**config.mk**
```make
export PLATFORM = sky130hd
export DESIGN_NAME = avdm_resp
export DESIGN_NICKNAME = d
export VERILOG_FILES = /design/src/design/avdm_sync.v /design/src/design/avdm_tab.v /design/src/design/avdm_resp.v
export VERILOG_INCLUDE_DIRS = /design/src /design/src/include
export SDC_FILE = /design/constraint.sdc
export NUM_CORES = 1
export LEC_CHECK = 0
export BUFFER_PORTS_ARGS = -buffer_cell sky130_fd_sc_hd__buf_2
export CORE_MARGIN = 2
export CORE_UTILIZATION = 60
export CTS_BUF_LIST = sky130_fd_sc_hd__clkbuf_8
export DETAILED_ROUTE_END_ITERATION = 6
export GPL_TIMING_DRIVEN = 0
export PLACE_DENSITY = 0.82
export SLEW_MARGIN = 10
export SYNTH_ARGS = -nofsm -noshare
export SYNTH_HDL_FRONTEND = slang
export SYNTH_SLANG_ARGS = --single-unit
```
**constraint.sdc**
```tcl
create_clock -name sys_clk -period 10.5 [get_ports sys_clk]
set_input_delay 2.1 -clock sys_clk [delete_from_list [all_inputs] [get_ports sys_clk]]
set_output_delay 2.1 -clock sys_clk [all_outputs]
set_load 0.03 [all_outputs]
```
**src/include/avdm_map.vh**
```
`ifndef AVDM_MAP_VH
`define AVDM_MAP_VH
// Clock and timeout
`define AVDM_CLK_HZ 10000000
`define AVDM_TMO_MS 1000
`define AVDM_TMO_CYC ((`AVDM_CLK_HZ / 1000) * `AVDM_TMO_MS)
`define AVDM_CNT_W 24
// Structured VDM commands
`define AVDM_CMD_W 3
`define AVDM_CMD_DISC_ID 3'h1
`define AVDM_CMD_DISC_SVID 3'h2
`define AVDM_CMD_DISC_MODE 3'h3
`define AVDM_CMD_ENTER 3'h4
`define AVDM_CMD_EXIT 3'h5
`define AVDM_CMD_VENDOR 3'h6
// Answer types
`define AVDM_ANS_W 2
`define AVDM_ANS_ACK 2'h1
`define AVDM_ANS_NAK 2'h2
`define AVDM_ANS_BUSY 2'h3
// Packet addresses
`define AVDM_SOP_W 2
`define AVDM_SOP 2'h0
`define AVDM_SOP_P 2'h1
`define AVDM_SOP_PP 2'h2
// Role straps
`define AVDM_ROLE_DOCK 1'h0
`define AVDM_ROLE_CABLE 1'h1
// Table of supported SVIDs and modes
`define AVDM_SVID_W 16
`define AVDM_MODE_W 32
`define AVDM_NSVID 4
`define AVDM_IDX_W 2
`define AVDM_TAB_W 48
// Identity word fields
`define AVDM_ID_DUAL_BIT 0
`define AVDM_ID_CABLE_BIT 1
`define AVDM_ID_W 32
`endif

```
**src/design/avdm_sync.v**
```verilog
`timescale 1ns/100ps
`include "avdm_map.vh"
// Two-flop synchroniser for pin levels
module avdm_sync #(
  parameter W = 4
) (
  // Clock and reset
  input wire sys_clk,
  input wire rst,
  // Levels
  input wire [W-1:0] async_in,
  output reg [W-1:0] sync_out
);
  reg [W-1:0] meta;

  // First stage feeds only the second
  always @(posedge sys_clk or posedge rst) begin
    if (rst) begin
      meta <= {W{1'b0}};
      sync_out <= {W{1'b0}};
    end else begin
      meta <= async_in;
      sync_out <= meta;
    end
  end
endmodule

```
**src/design/avdm_tab.v**
```verilog
`timescale 1ns/100ps
`include "avdm_map.vh"
// SVID and mode table, loaded by the local controller, registered read
module avdm_tab (
  // Clock and reset
  input wire sys_clk,
  input wire rst,
  // Write port
  input wire wr_en,
  input wire [`AVDM_IDX_W-1:0] wr_idx,
  input wire [`AVDM_TAB_W-1:0] wr_data,
  // Read port
  input wire [`AVDM_IDX_W-1:0] rd_idx,
  output reg [`AVDM_TAB_W-1:0] rd_data
);
  reg [`AVDM_TAB_W-1:0] mem [0:`AVDM_NSVID-1];

  // Storage has no reset; empty entries are marked by a zero SVID
  always @(posedge sys_clk) begin
    if (wr_en) begin
      mem[wr_idx] <= wr_data;
    end
  end

  // Read data out of a register
  always @(posedge sys_clk or posedge rst) begin
    if (rst) begin
      rd_data <= {`AVDM_TAB_W{1'b0}};
    end else begin
      rd_data <= mem[rd_idx];
    end
  end
endmodule

```
**src/design/avdm_resp.v**
```verilog
`timescale 1ns/100ps
`include "avdm_map.vh"
// How it works
// - Billboard on within 1000 ms without mode
// - Answer identity, SVID and mode discovery with ACK
// - No Enter Mode: timeout then Billboard
// - Enter Mode with VID and mode ACKed
// - Mode holds until exit, detach, reset, VBUS
// - Billboard optionally kept while in mode
// - Single-controller cable answers only SOP prime
// - Identity reports SOP prime only or both
// - Dual-controller cable plugs uniquely assigned
// - Swaps never change plug assignment
// - Cable starts in default USB operation
// - Cable messages never on SOP
// - Vendor VDMs passed to vendor logic
// - Cable identity starts on SOP prime
// - Cable discovery and mode commands start SOP prime
// - Cable returns supported SVID list
// - Cable returns modes per SVID
// - Cable enters mode only on Enter Mode
// - Exit Mode returns cable to USB
// - Late Enter Mode ACKed, Billboard withdrawn; kept instead when keep_bb_strap is set
module avdm_resp #(
  parameter TMO_CYC = `AVDM_TMO_CYC
) (
  // Clock and reset
  input wire sys_clk,
  input wire rst,
  // Pin levels from the port
  input wire attach_pin,
  input wire vbus_pin,
  input wire hard_reset_pin,
  // Straps: role, dual controller, which plug this end is, keep billboard
  input wire role_strap,
  input wire dual_strap,
  input wire far_plug_strap,
  input wire keep_bb_strap,
  // Local table load port
  input wire tab_wr,
  input wire [`AVDM_IDX_W-1:0] tab_idx,
  input wire [`AVDM_TAB_W-1:0] tab_data,
  // Decoded request from the message layer
  input wire req_valid,
  input wire [`AVDM_SOP_W-1:0] req_sop,
  input wire [`AVDM_CMD_W-1:0] req_cmd,
  input wire [`AVDM_SVID_W-1:0] req_svid,
  input wire [`AVDM_MODE_W-1:0] req_mode,
  // Answer to the message layer
  output reg ans_valid,
  output reg [`AVDM_SOP_W-1:0] ans_sop,
  output reg [`AVDM_ANS_W-1:0] ans_type,
  output reg [`AVDM_MODE_W-1:0] ans_data,
  output reg ans_last,
  // Vendor request pulse
  output reg vendor_req,
  // State
  output reg mode_active,
  output reg [`AVDM_SVID_W-1:0] mode_svid,
  output reg [`AVDM_MODE_W-1:0] mode_sel,
  output reg billboard_en,
  output reg tmo_expired
);
  localparam S_IDLE = 3'h0;
  localparam S_LOOK = 3'h1;
  localparam S_WAIT = 3'h2;
  localparam S_LIST = 3'h3;
  localparam S_DONE = 3'h4;

  wire attach_s;
  wire vbus_s;
  wire hreset_s;
  wire [`AVDM_TAB_W-1:0] rd_data;
  reg [2:0] state;
  reg [`AVDM_CMD_W-1:0] cmd;
  reg [`AVDM_SOP_W-1:0] sop;
  reg [`AVDM_SVID_W-1:0] svid;
  reg [`AVDM_MODE_W-1:0] mode;
  reg [`AVDM_IDX_W-1:0] idx;
  reg [`AVDM_CNT_W-1:0] cnt;
  reg role;
  reg dual;
  reg plug_pp;
  reg keep_bb;
  reg straps_ok;
  reg prime_seen;
  reg ident_done;
  reg found;
  wire link_up;
  wire [`AVDM_CNT_W-1:0] tmo_lim;

  assign tmo_lim = TMO_CYC[`AVDM_CNT_W-1:0];
  // Attached with VBUS and not in hard reset
  assign link_up = attach_s & vbus_s & ~hreset_s;

  avdm_sync #(
    .W(3)
  ) u_sync (
    .sys_clk(sys_clk),
    .rst(rst),
    .async_in({attach_pin, vbus_pin, hard_reset_pin}),
    .sync_out({attach_s, vbus_s, hreset_s})
  );

  avdm_tab u_tab (
    .sys_clk(sys_clk),
    .rst(rst),
    .wr_en(tab_wr),
    .wr_idx(tab_idx),
    .wr_data(tab_data),
    .rd_idx(idx),
    .rd_data(rd_data)
  );

  // Address this end answers on
  function [`AVDM_SOP_W-1:0] own_sop;
    input r;
    input p;
    begin
      if (r == `AVDM_ROLE_DOCK) begin
        own_sop = `AVDM_SOP;
      end else if (p) begin
        own_sop = `AVDM_SOP_PP;
      end else begin
        own_sop = `AVDM_SOP_P;
      end
    end
  endfunction

  // Whether a command needs a table search
  function needs_tab;
    input [`AVDM_CMD_W-1:0] c;
    begin
      needs_tab = (c == `AVDM_CMD_DISC_SVID) | (c == `AVDM_CMD_DISC_MODE) |
        (c == `AVDM_CMD_ENTER);
    end
  endfunction

  // Straps caught once after reset release; swaps cannot move them
  // assignment held fixed
  always @(posedge sys_clk or posedge rst) begin
    if (rst) begin
      straps_ok <= 1'b0;
      role <= 1'b0;
      dual <= 1'b0;
      plug_pp <= 1'b0;
      keep_bb <= 1'b0;
    end else if (!straps_ok) begin
      straps_ok <= 1'b1;
      role <= role_strap;
      dual <= dual_strap;
      // single controller stays on SOP prime
      plug_pp <= dual_strap & far_plug_strap;
      keep_bb <= keep_bb_strap;
    end
  end

  // Mode-entry timer from attach
  // timer start and clear
  always @(posedge sys_clk or posedge rst) begin
    if (rst) begin
      cnt <= {`AVDM_CNT_W{1'b0}};
      tmo_expired <= 1'b0;
    end else if (!link_up || mode_active) begin
      cnt <= {`AVDM_CNT_W{1'b0}};
      tmo_expired <= 1'b0;
    end else if (cnt < tmo_lim - 1'b1) begin
      cnt <= cnt + 1'b1;
    end else begin
      // Counter parks one below the limit, so the flag stays set until entry or
      // link loss; a long wait never wraps back to a fresh timeout
      // expiry without Enter Mode
      tmo_expired <= 1'b1;
    end
  end

  // Billboard for docks only
  // Registered so the output comes straight from a flip-flop
  // billboard after timeout
  always @(posedge sys_clk or posedge rst) begin
    if (rst) begin
      billboard_en <= 1'b0;
    end else begin
      billboard_en <= link_up && role == `AVDM_ROLE_DOCK && straps_ok &&
        (mode_active ? keep_bb : tmo_expired);
    end
  end

  // Command interpreter; one request in flight, others dropped while busy
  always @(posedge sys_clk or posedge rst) begin
    if (rst) begin
      state <= S_IDLE;
      cmd <= {`AVDM_CMD_W{1'b0}};
      sop <= `AVDM_SOP;
      svid <= {`AVDM_SVID_W{1'b0}};
      mode <= {`AVDM_MODE_W{1'b0}};
      idx <= {`AVDM_IDX_W{1'b0}};
      found <= 1'b0;
      prime_seen <= 1'b0;
      ident_done <= 1'b0;
      ans_valid <= 1'b0;
      ans_sop <= `AVDM_SOP;
      ans_type <= `AVDM_ANS_NAK;
      ans_data <= {`AVDM_MODE_W{1'b0}};
      ans_last <= 1'b0;
      vendor_req <= 1'b0;
      mode_active <= 1'b0;
      mode_svid <= {`AVDM_SVID_W{1'b0}};
      mode_sel <= {`AVDM_MODE_W{1'b0}};
    end else if (!link_up) begin
      // detach, hard reset or VBUS loss ends the mode
      // Table and straps survive; only the link state is dropped
      state <= S_IDLE;
      mode_active <= 1'b0;
      prime_seen <= 1'b0;
      ident_done <= 1'b0;
      ans_valid <= 1'b0;
      vendor_req <= 1'b0;
    end else begin
      ans_valid <= 1'b0;
      vendor_req <= 1'b0;
      // any SOP prime traffic on the wire opens the double-prime plug
      // even when it is addressed to the other plug of the cable
      if (req_valid && req_sop == `AVDM_SOP_P) begin
        prime_seen <= 1'b1;
      end
      case (state)
        S_IDLE: begin
          if (req_valid && straps_ok && req_sop == own_sop(role, plug_pp)) begin
            cmd <= req_cmd;
            sop <= req_sop;
            svid <= req_svid;
            mode <= req_mode;
            idx <= {`AVDM_IDX_W{1'b0}};
            found <= 1'b0;
            state <= needs_tab(req_cmd) ? S_WAIT : S_DONE;
          end
        end
        S_WAIT: begin
          // Let the registered table read settle
          state <= S_LOOK;
        end
        S_LOOK: begin
          if (cmd == `AVDM_CMD_DISC_SVID) begin
            state <= S_LIST;
          end else if (rd_data[`AVDM_TAB_W-1:`AVDM_MODE_W] == svid &&
                       svid != {`AVDM_SVID_W{1'b0}} &&
                       (cmd == `AVDM_CMD_DISC_MODE ||
                        rd_data[`AVDM_MODE_W-1:0] == mode)) begin
            found <= 1'b1;
            state <= S_DONE;
          end else if (idx == `AVDM_NSVID - 1) begin
            state <= S_DONE;
          end else begin
            idx <= idx + 1'b1;
            state <= S_WAIT;
          end
        end
        S_LIST: begin
          // one ACK per table entry, empty entries included, last flagged
          ans_valid <= 1'b1;
          ans_sop <= sop;
          ans_type <= `AVDM_ANS_ACK;
          ans_data <= {{(`AVDM_MODE_W-`AVDM_SVID_W){1'b0}},
                       rd_data[`AVDM_TAB_W-1:`AVDM_MODE_W]};
          ans_last <= (idx == `AVDM_NSVID - 1);
          if (idx == `AVDM_NSVID - 1) begin
            state <= S_IDLE;
          end else begin
            idx <= idx + 1'b1;
            state <= S_WAIT;
          end
        end
        S_DONE: begin
          ans_valid <= 1'b1;
          ans_sop <= sop;
          ans_last <= 1'b1;
          ans_type <= `AVDM_ANS_NAK;
          ans_data <= {`AVDM_MODE_W{1'b0}};
          state <= S_IDLE;
          // other commands also after SOP prime
          if (role == `AVDM_ROLE_CABLE && sop == `AVDM_SOP_PP && !prime_seen) begin
            ans_type <= `AVDM_ANS_BUSY;
          end else begin
            case (cmd)
              `AVDM_CMD_DISC_ID: begin
                ans_type <= `AVDM_ANS_ACK;
                ans_data[`AVDM_ID_DUAL_BIT] <= dual;
                ans_data[`AVDM_ID_CABLE_BIT] <= role;
                ident_done <= 1'b1;
              end
              `AVDM_CMD_DISC_MODE: begin
                if (found) begin
                  ans_type <= `AVDM_ANS_ACK;
                  ans_data <= rd_data[`AVDM_MODE_W-1:0];
                end
              end
              `AVDM_CMD_ENTER: begin
                if (found && ident_done) begin
                  ans_type <= `AVDM_ANS_ACK;
                  mode_active <= 1'b1;
                  mode_svid <= svid;
                  mode_sel <= mode;
                end
              end
              `AVDM_CMD_EXIT: begin
                if (mode_active && svid == mode_svid) begin
                  ans_type <= `AVDM_ANS_ACK;
                  mode_active <= 1'b0;
                end
              end
              `AVDM_CMD_VENDOR: begin
                ans_type <= `AVDM_ANS_ACK;
                vendor_req <= 1'b1;
                ans_data <= mode;
              end
              default: begin
                ans_type <= `AVDM_ANS_NAK;
              end
            endcase
          end
        end
        default: begin
          state <= S_IDLE;
        end
      endcase
    end
  end
endmodule

```
-- Word level (Yosys, flattened, before mapping)
Memory sizes are Yosys's and may differ from the RTL's. A register that Yosys moved wholly into a read port is not among the register bits.
Index checks and enable logic that the tools add are counted.
- $add $sub $neg: 2
- order comparisons: 1
- equality and inequality tests: 33
- multiplexer cells: 58
- bitwise gates (word level): 8
- reductions and logical operators: 32
- operators with widths (kind ; number):
    $mux W32 ; 2
    $pmux W32 S2 ; 1
    $pmux W30 S2 ; 1
    $mux W24 ; 2
    $eq A16 B16 Y1 ; 2
    $eq A32 B32 Y1 ; 1
    $mux W2 ; 13
    $mux W1 ; 25
    $add A24 B1 Y24 const B ; 1
    $lt A24 B24 Y1 const B ; 1
    $reduce_and A5 Y1 ; 4
    $eq A3 B2 Y1 const B ; 6
    $mux W3 ; 6
    $reduce_bool A16 Y1 ; 1
    $eq A3 B3 Y1 const B ; 5
    $logic_and A1 B1 Y1 ; 12
    $ne A2 B2 Y1 const B ; 6
    $pmux W2 S3 ; 2
    $pmux W3 S4 ; 1
    $ne A3 B3 Y1 const B ; 3
    $pmux W2 S4 ; 1
    $eq A3 B1 Y1 const B ; 2
    $ne A2 B1 Y1 const B ; 3
    $pmux W1 S2 ; 3
    17 further kinds ; 30
- bits in registers: 186
- bits in writable memories: 192
- input port bits: 114
- output and inout port bits: 90
- logic and storage cells: 163
- memories kept: 1
- memories (memory ; words ; width ; rd ports ; clocked after Yosys merged registers in ; wr ports ; RTL line ; RTL):
    u_tab.mem ; 4 ; 48 ; 1 ; 1 ; 1 ; avdm_tab.v:16 ; reg [`AVDM_TAB_W-1:0] mem [0:`AVDM_NSVID-1];

-- Depth between registers and ports, before layout
Gate-level depths: netlist of run 1.
- depth after elaboration: 9
- mapped depth: 8
- mapped depth without buffers: 6

-- Modules after synthesis
From an unflattened synthesis of run 1, not the netlist that was laid out.
- cells, all modules: 1056
- area total of the unflattened synthesis: 16851.2 um^2
- modules (own cells, without submodules) (module ; times used ; cells an instance ; area an instance (um^2) ; sequential area each (um^2)):
    avdm_resp ; 1 ; 746 ; 8543.2 ; 4505.6
    avdm_tab ; 1 ; 303 ; 8154.1 ; 6966.7
    avdm_sync ; 1 ; 7 ; 153.9 ; 150.1

-- Worst setup path after synthesis of run 1
OpenSTA, ideal clock, no wires.
- path type: input to register
- start: in tab_idx[1]
- end: mem u_tab.mem[0][0] (netlist bit), enable pin
- setup time: 524 ps
- arrival: 5653 ps
- required time: 9976 ps
- setup slack: 4324 ps
- stages: 1
- path buffers: 0
- cell sequence: nor3b_1
- RTL lines (what ; RTL line ; RTL):
    start: declaration ; avdm_resp.v:41 ; input wire [`AVDM_IDX_W-1:0] tab_idx,
    end: declaration ; avdm_tab.v:16 ;
Straight into the memory's write port.

-- Final worst setup path of run 1
- start: reg ans_type[1]
- end: out ans_type[1]
- RTL lines (what ; RTL line ; RTL):
    start: declaration ; avdm_resp.v:52 ; output reg [`AVDM_ANS_W-1:0] ans_type,
    start signal: assignment ; avdm_resp.v:203 ; ans_type <= `AVDM_ANS_NAK;
    start signal: assignment ; avdm_resp.v:263 ; ans_type <= `AVDM_ANS_ACK;
    start signal: assignment ; avdm_resp.v:278 ; ans_type <= `AVDM_ANS_NAK;
No word-level cell between the ends.

==> impl_metrics.yaml, run 1 <==
sta:
  period_share_pct: 32.7
  finalHoldViolations: 0
  holdWs_ns: 0.350
  tightestPinTransition_ns: 0.890
  fin_skew_ns: 0.0311
  fmax_mhz: 291
  rsz0062_at_grt: "false"
  finalCriticalPeriod_ns: 3.43
  finalSetupTns_ns: 0
  finalSetupViolCount: 0
  drv_slew: 0
  slew_headroom_pct: 40.7
clock_network:
  clock_latency_ns: 0.61
  cts_buffers: 68
  cts_tree: "built"
  cts.sinks: 426
  cts.path.max_buffers: 3
  ctsResizeCount: 0
  hold_buffers: 0
  postCtsSetupRepairBufs: 0
  clk_pin_slew_ns: 0.06
  htree_levels: 3
  clockRootBuffer: "clkbuf_8"
outcome:
  violations: "design-rule violations"
  outcome: "finished with violations"
synth:
  synth_xor_area_share_pct: 3.42
  synth_flop_cell: "dfrtp_1"
  synthesis.area_um2: 16900
  syn_nets: 1173
  yosys.area_share.simple_pct: 6.12
  synth.area.mux_share_pct: 14.0
  ys.warnings.count: 0
  synthAdderAreaFrac_pct: 0.148
  ys_seq_area_share_pct: 68.7
  synth_top_family_by_area: "multiplexers"
  synth-compound-area-share_pct: 6.04
  synth_edf_count: 192
  synth.distinct_cells: 64
  ys_ff_latch: 426
  synthArstFlopShare_pct: 54.9
  syn_inst: 1057
  synth_area_per_cell_um2: 16.0
critical_path:
  r2r_cells: 6
  cp_slowest_cell: "dfstp_2"
  worst-path-stages: 1
  path_class: "reg -> out"
  cp.required_ns: 8.40
  max_stage_delay_ns: 0.55
  cp_max_fo: 2
  cp_top_family: "flip-flops"
  crit_chain: "buf_2"
  cp-start-kind: "flop"
  worst-endpoint-arrival_ns: 1.33
  worstSetupEndpointType: "output pin"
  critPathBufInv: 1
die:
  dieArea_um2: 29600
  initial_utilization_pct: 60.9
  die_y_um: 172
  rows: 61
  core-area_um2: 27800
  io_pins: 204
  die_x_um: 172
detailed_routing:
  drtAntennaViolNets: 0
  vias_per_cell: 5.91
  num_vias: 10500
  drtPass1Iterations: 7
  drc: 2
  drt-total-wl_mm: 39.7
  dr.first_iter.drc_count: 810
  wl_per_cell_um: 22.4
layout:
  final_nets: 1458
  final_cell_count_no_fill: 1775
  syn2layout_area_growth_pct: 17.9
  drive_gt1_share_pct: 35.1
  fill_cells: 1799
job:
  drv_cap: 0
global_routing:
  grt_use_total_pct: 27.7
  grt_max_degree: 109
  first_global_vias: 10600
  grt_overflow: 0
  grt_pass1_wl_mm: 60.4
  antenna_found_initial: 4
worst_hold_path:
  hp-class: "reg -> reg"
  hold-path-cell-count: 0
power:
  power_leakage_nw: 8.54
  p_per_area_nw_per_um2: 181
  ir_drop_v: 0.000150
placement:
  place_inst: 1650
  io_buffers: 203
  dp_hpwl_mm: 28.3
  gp_congestion: 0.846
cell type report:
type	count	area, µm²	share of cell area [%]
clock buffer	71	977	4.90
clock inverter	49	330	1.66
tap	378	473	2.37
sequential	426	11600	58.2
antenna	5	12.5	0.0627
multi-input combinational	572	5050	25.3
inverter	7	33.8	0.169
timing repair buffer	215	1220	6.11
buffer	52	239	1.20
through the flow:
stage | total power [mW] | setup WS [ns] | cell area, µm² | util [%]
floorplan | 2.13 | 1.98 | 16900 | -
global placement | 2.25 | -0.541 | 18400 | 66.3
detailed placement | 2.27 | 6.56 | 18600 | 67.1
CTS | 3.63 | 7.04 | 19900 | 71.8
global route | 3.74 | 7.02 | 20000 | 71.8
finish | 3.61 | 7.07 | 20000 | 71.8
synthesized netlist by cell type, types with 2 or more instances:
cell type / n / area (µm²)
xnor2_1: 34 / 298
o31a_1: 2 / 17.5
and4_1: 2 / 17.5
nand4_2: 3 / 37.5
nor2b_1: 2 / 12.5
nor3b_1: 6 / 45.0
mux2i_1: 3 / 30.0
and3b_1: 3 / 26.3
inv_1: 7 / 26.3
or2_2: 3 / 18.8
a21oi_1: 29 / 145
nand4_1: 13 / 81.3
buf_2: 10 / 50.1
clkbuf_1: 34 / 128
mux2_2: 85 / 957
o21a_1: 4 / 30.0
nor2_1: 26 / 97.6
o2bb2ai_1: 2 / 17.5
nand2b_1: 2 / 12.5
buf_1: 3 / 11.3
a31oi_1: 3 / 18.8
a22oi_1: 44 / 330
dfrtp_1: 233 / 5830
or3_1: 19 / 119
xor2_1: 32 / 280
o21ai_0: 57 / 285
a222oi_1: 2 / 20.0
nand2_1: 49 / 184
buf_6: 4 / 45.0
and2_1: 4 / 25.0
nor4_1: 16 / 100
or4_1: 5 / 37.5
ha_1: 2 / 25.0
mux2_4: 20 / 300
nor3_1: 8 / 40.0
and3_1: 6 / 37.5
mux4_2: 48 / 1080
edfxtp_1: 192 / 5770
a21o_1: 2 / 15.0
o31ai_1: 3 / 22.5
o211ai_1: 3 / 22.5
nand3_1: 10 / 50.1
registers in the layout, summed over array words and instances, names as in the netlist, 16 cells and up:
signal	flops
u_tab.mem	192
u_tab.rd_data	48
ans_data	32
mode	32
mode_sel	32
cnt	24
mode_svid	16
svid	16
report_power, final:
part | internal, mW | leakage [nW] | switching (mW) | total [mW]
Combinational | 0.141 | 2.92 | 0.150 | 0.291
Clock | 0.713 | 0.765 | 0.653 | 1.37
Sequential | 1.85 | 4.85 | 0.0944 | 1.95
cells in the final DEF, fill, tap and decap left out, types with 4 or more instances in the layout:
master	synthesis	layout
diode_2	0	5
nand2_1	49	49
dfrtp_1	233	233
mux2_2	85	85
or4_1	5	5
o21ai_0	57	57
xor2_1	32	32
nand3_1	10	10
xnor2_1	34	34
nor3_1	8	8
clkinv_1	0	6
nand4_1	13	13
o21a_1	4	4
nor4_1	16	16
clkinv_2	0	7
buf_2	10	213
and2_1	4	4
clkbuf_1	34	34
mux2_4	20	20
and3_1	6	5
a22oi_1	44	44
edfxtp_1	192	192
a21oi_1	29	29
inv_1	7	32
clkbuf_8	0	71
or3_1	19	19
nor3b_1	6	5
mux4_2	48	48
buf_6	4	8
nor2_1	26	25
kinds of logic (layout without fill, tap and decap cells):
family | Yosys count | count (layout)
AOI/OAI and AO/OA | 162 | 162
DFF | 426 | 426
muxes | 156 | 156
buffers and inverters | 59 | 394
and+or+nand+nor | 185 | 185
adders and majority gates | 2 | 2
xor gates and xnor gates | 66 | 66
other | 1 | 6
worst paths after layout:
| path | startpoint | to | slack, ns |
|---|---|---|---|
| hold reg to reg | u_sync.meta[1] | u_sync.sync_out[1] | 0.35 |
| max in group asynchronous | rst | mode_sel[29] | 7.78 |
| min in group asynchronous | rst | cnt[14] | 1.51 |
| hold / removal | u_sync.meta[1] | u_sync.sync_out[1] | 0.35 |
| setup reg to reg | u_sync.sync_out[0] | ans_data[11] | 8.12 |
| setup / recovery | ans_type[1] | ans_type[1] | 7.07 |
routing by layer:
metal	vias to the layer above	part of all wire [%]	track usage [%]
li1	4613	-	-
met4	0	3.9	12.1
met5	-	0	0
met1	5339	40	37.6
met2	457	49	44.4
met3	90	6.9	5.17
(Power assumes the default switching activity.)
==> run 2: changes to the inputs <==
- ABC_AREA: not set -> 1
- clock period: 10.5 -> 3.2 ns (I/O delays scaled with it)
==> impl_metrics.yaml, run 2 <==
critical_path:
  cp.required_ns: 3.63
  cp_max_fo: 10
  path_class: "reg -> reg"
  worstSetupEndpointType: "flop"
  cp-start-kind: "flop"
  worst-endpoint-arrival_ns: 2.86
layout:
  final_area_um2: 20900
  syn2layout_area_growth_pct: 18.6
  top_register: "u_tab.mem"
  fill_cells: 1977
  final_common_cell: "nand2_1"
  diodes: 0
  drive_gt1_share_pct: 18.2
  multiInputGateArea_um2: 5100
  largest_reg_flops: 192
  top_regs: "u_tab.mem (192), u_tab.rd_data (48)"
  regArea_um2: 11600
  final_cell_mix: "nand2_1 (323), dfrtp_1 (233), o21ai_0 (217)"
  final_nets: 2101
power:
  switching_share_pct: 25.6
  p_per_area_nw_per_um2: 582
  power_leakage_nw: 9.02
  seqPwrFrac_pct: 52.2
  p_comb_share_pct: 9.5
  pwr-share-clk_pct: 38.3
  ir_drop_v: 0.000381
  finalPower_mw: 12.1
  internal_power_mw: 9.03
  p_switching_mw: 3.11
placement:
  io_buffers: 203
  dp_hpwl_mm: 34.1
  gp_congestion: 0.916
  dpl-instance-area_um2: 19500
die:
  dieArea_um2: 30700
  io_pins: 204
  rows: 62
  initial_utilization_pct: 61.2
  core-area_um2: 28800
  die_y_um: 175
  die_x_um: 175
detailed_routing:
  drc: 0
  drt-total-wl_mm: 48.3
  wl_per_cell_um: 19.9
  drtPass1Iterations: 5
  vias_per_cell: 5.75
  num_vias: 13900
  drtAntennaViolNets: 0
  dr.first_iter.drc_count: 1482
sta:
  finalSetupViolCount: 0
  fin_skew_ns: 0.0317
  slew_headroom_pct: 47.7
  period_share_pct: 75.9
  rsz0062_at_grt: "false"
  finalHoldViolations: 0
  drv_slew: 0
  fmax_mhz: 412
  finalCriticalPeriod_ns: 2.43
  tightestPinTransition_ns: 0.782
  holdWs_ns: 0.167
global_routing:
  antenna_found_initial: 2
  grt_use_total_pct: 31.6
  grtUsageMet1_pct: 42.3
  grt_max_degree: 41
  use_met3_pct: 5.61
  grt_most_used_layer: "met2"
  met2_usage_pct: 51.6
  grt_pass1_wl_mm: 74.2
  first_global_vias: 13700
  grt_overflow: 0
synth:
  synth_edf_count: 192
  syn_nets: 1807
  synthesis.area_um2: 17600
  synth.distinct_cells: 44
  ys_ff_latch: 426
  synth_area_per_cell_um2: 10.4
  ys.warnings.count: 0
  synth_top_area_share_pct: 33.1
  synth_flop_cell: "dfrtp_1"
  synthArstFlopShare_pct: 54.9
  syn_inst: 1691
  yosys.area.top_type: "dfrtp_1"
  ys_seq_area_share_pct: 66.0
  synth_most_common_cell: "nand2_1"
  synthTopCellsByCount: "nand2_1 (323), dfrtp_1 (233), o21ai_0 (217)"
  synth.area.top_cells: "dfrtp_1 (33%), edfxtp_1 (33%), nand2_1 (6.9%)"
clock_network:
  clockRootBuffer: "clkbuf_8"
  cts.sinks: 426
  postCtsSetupRepairBufs: 0
  cts_buffers: 70
  clk_pin_slew_ns: 0.07
  htree_levels: 3
  cts.path.max_buffers: 3
  clock_latency_ns: 0.60
  hold_buffers: 0
  ctsResizeCount: 0
  cts_tree: "built"
outcome:
  outcome: "complete, no violations"
job:
  drv_cap: 0
worst_hold_path:
  hp-class: "in -> reg"
==> run 2: worst paths after layout <==
kind / start / endpoint / cells after the start / slack, ns
min in group asynchronous: rst / mode_sel[20] / 2 / 0.19
setup reg to reg: idx[0] / u_tab.rd_data[31] / 6 / 0.77
hold reg to reg: u_sync.meta[2] / u_sync.sync_out[2] / 0 / 0.35
hold / removal: attach_pin / u_sync.meta[2] / 1 / 0.17
max in group asynchronous: rst / ans_type[1] / 4 / 2.03
setup / recovery: idx[0] / u_tab.rd_data[31] / 6 / 0.77
==> run 2: cells by family after synthesis <==
kind of cell / count (synthesis) / share of synthesized area (%)
AOI/OAI and AO/OA: 353 / 11.1
xor gates and xnor gates: 57 / 2.83
adders and majority gates: 2 / 0.142
buffers and inverters: 229 / 5.29
DFF: 426 / 66.0
other: 1 / 0.0213
and+or+nand+nor: 623 / 14.6
==> run 2: worst max-delay path: stages, from the launching register on <==
cell and delay, ns:
dfrtp_1 0.40, clkbuf_1 0.28, clkinv_1 0.25, clkbuf_1 0.39
clkbuf_1 0.46, nor2_1 0.10, o22ai_1 0.38
==> run 2: metrics by stage <==
step	setup TNS (ns)	instances	util, %	setup slack (ns)
finish	0	2420	72.6	0.770
global route	0	2420	72.6	0.631
CTS	0	2420	72.6	0.846
detailed placement	0	2297	67.8	0.664
global placement	-632.02	2278	66.5	-1.75
floorplan	-117.22	1691	-	-0.503
==> run 2: power groups by stage <==
stage | clock [mW] | sequential [mW] | combinational [mW]
floorplan | 0 | 6.39 | 0.691
global placement | 0 | 6.42 | 1.04
detailed placement | 0 | 6.43 | 1.12
CTS | 4.69 | 6.33 | 1.14
global route | 4.92 | 6.37 | 1.28
finish | 4.65 | 6.34 | 1.15
==> run 2: layout make-up <==
class                      count  area share [%]
tap                          384            2.30
multi-input combinational   1036            24.4
timing repair buffer         222            6.60
inverter                     153            2.77
clock inverter                43            1.26
buffer                        76            1.71
sequential                   426            55.7
clock buffer                  80            5.27
==> run 2: layer usage <==
| layer | wire length, µm | up-vias |
|---|---|---|
| li1 | - | 6295 |
| met5 | 13 | - |
| met2 | 23100 | 793 |
| met1 | 18600 | 6668 |
| met3 | 4670 | 147 |
| met4 | 1930 | 2 |
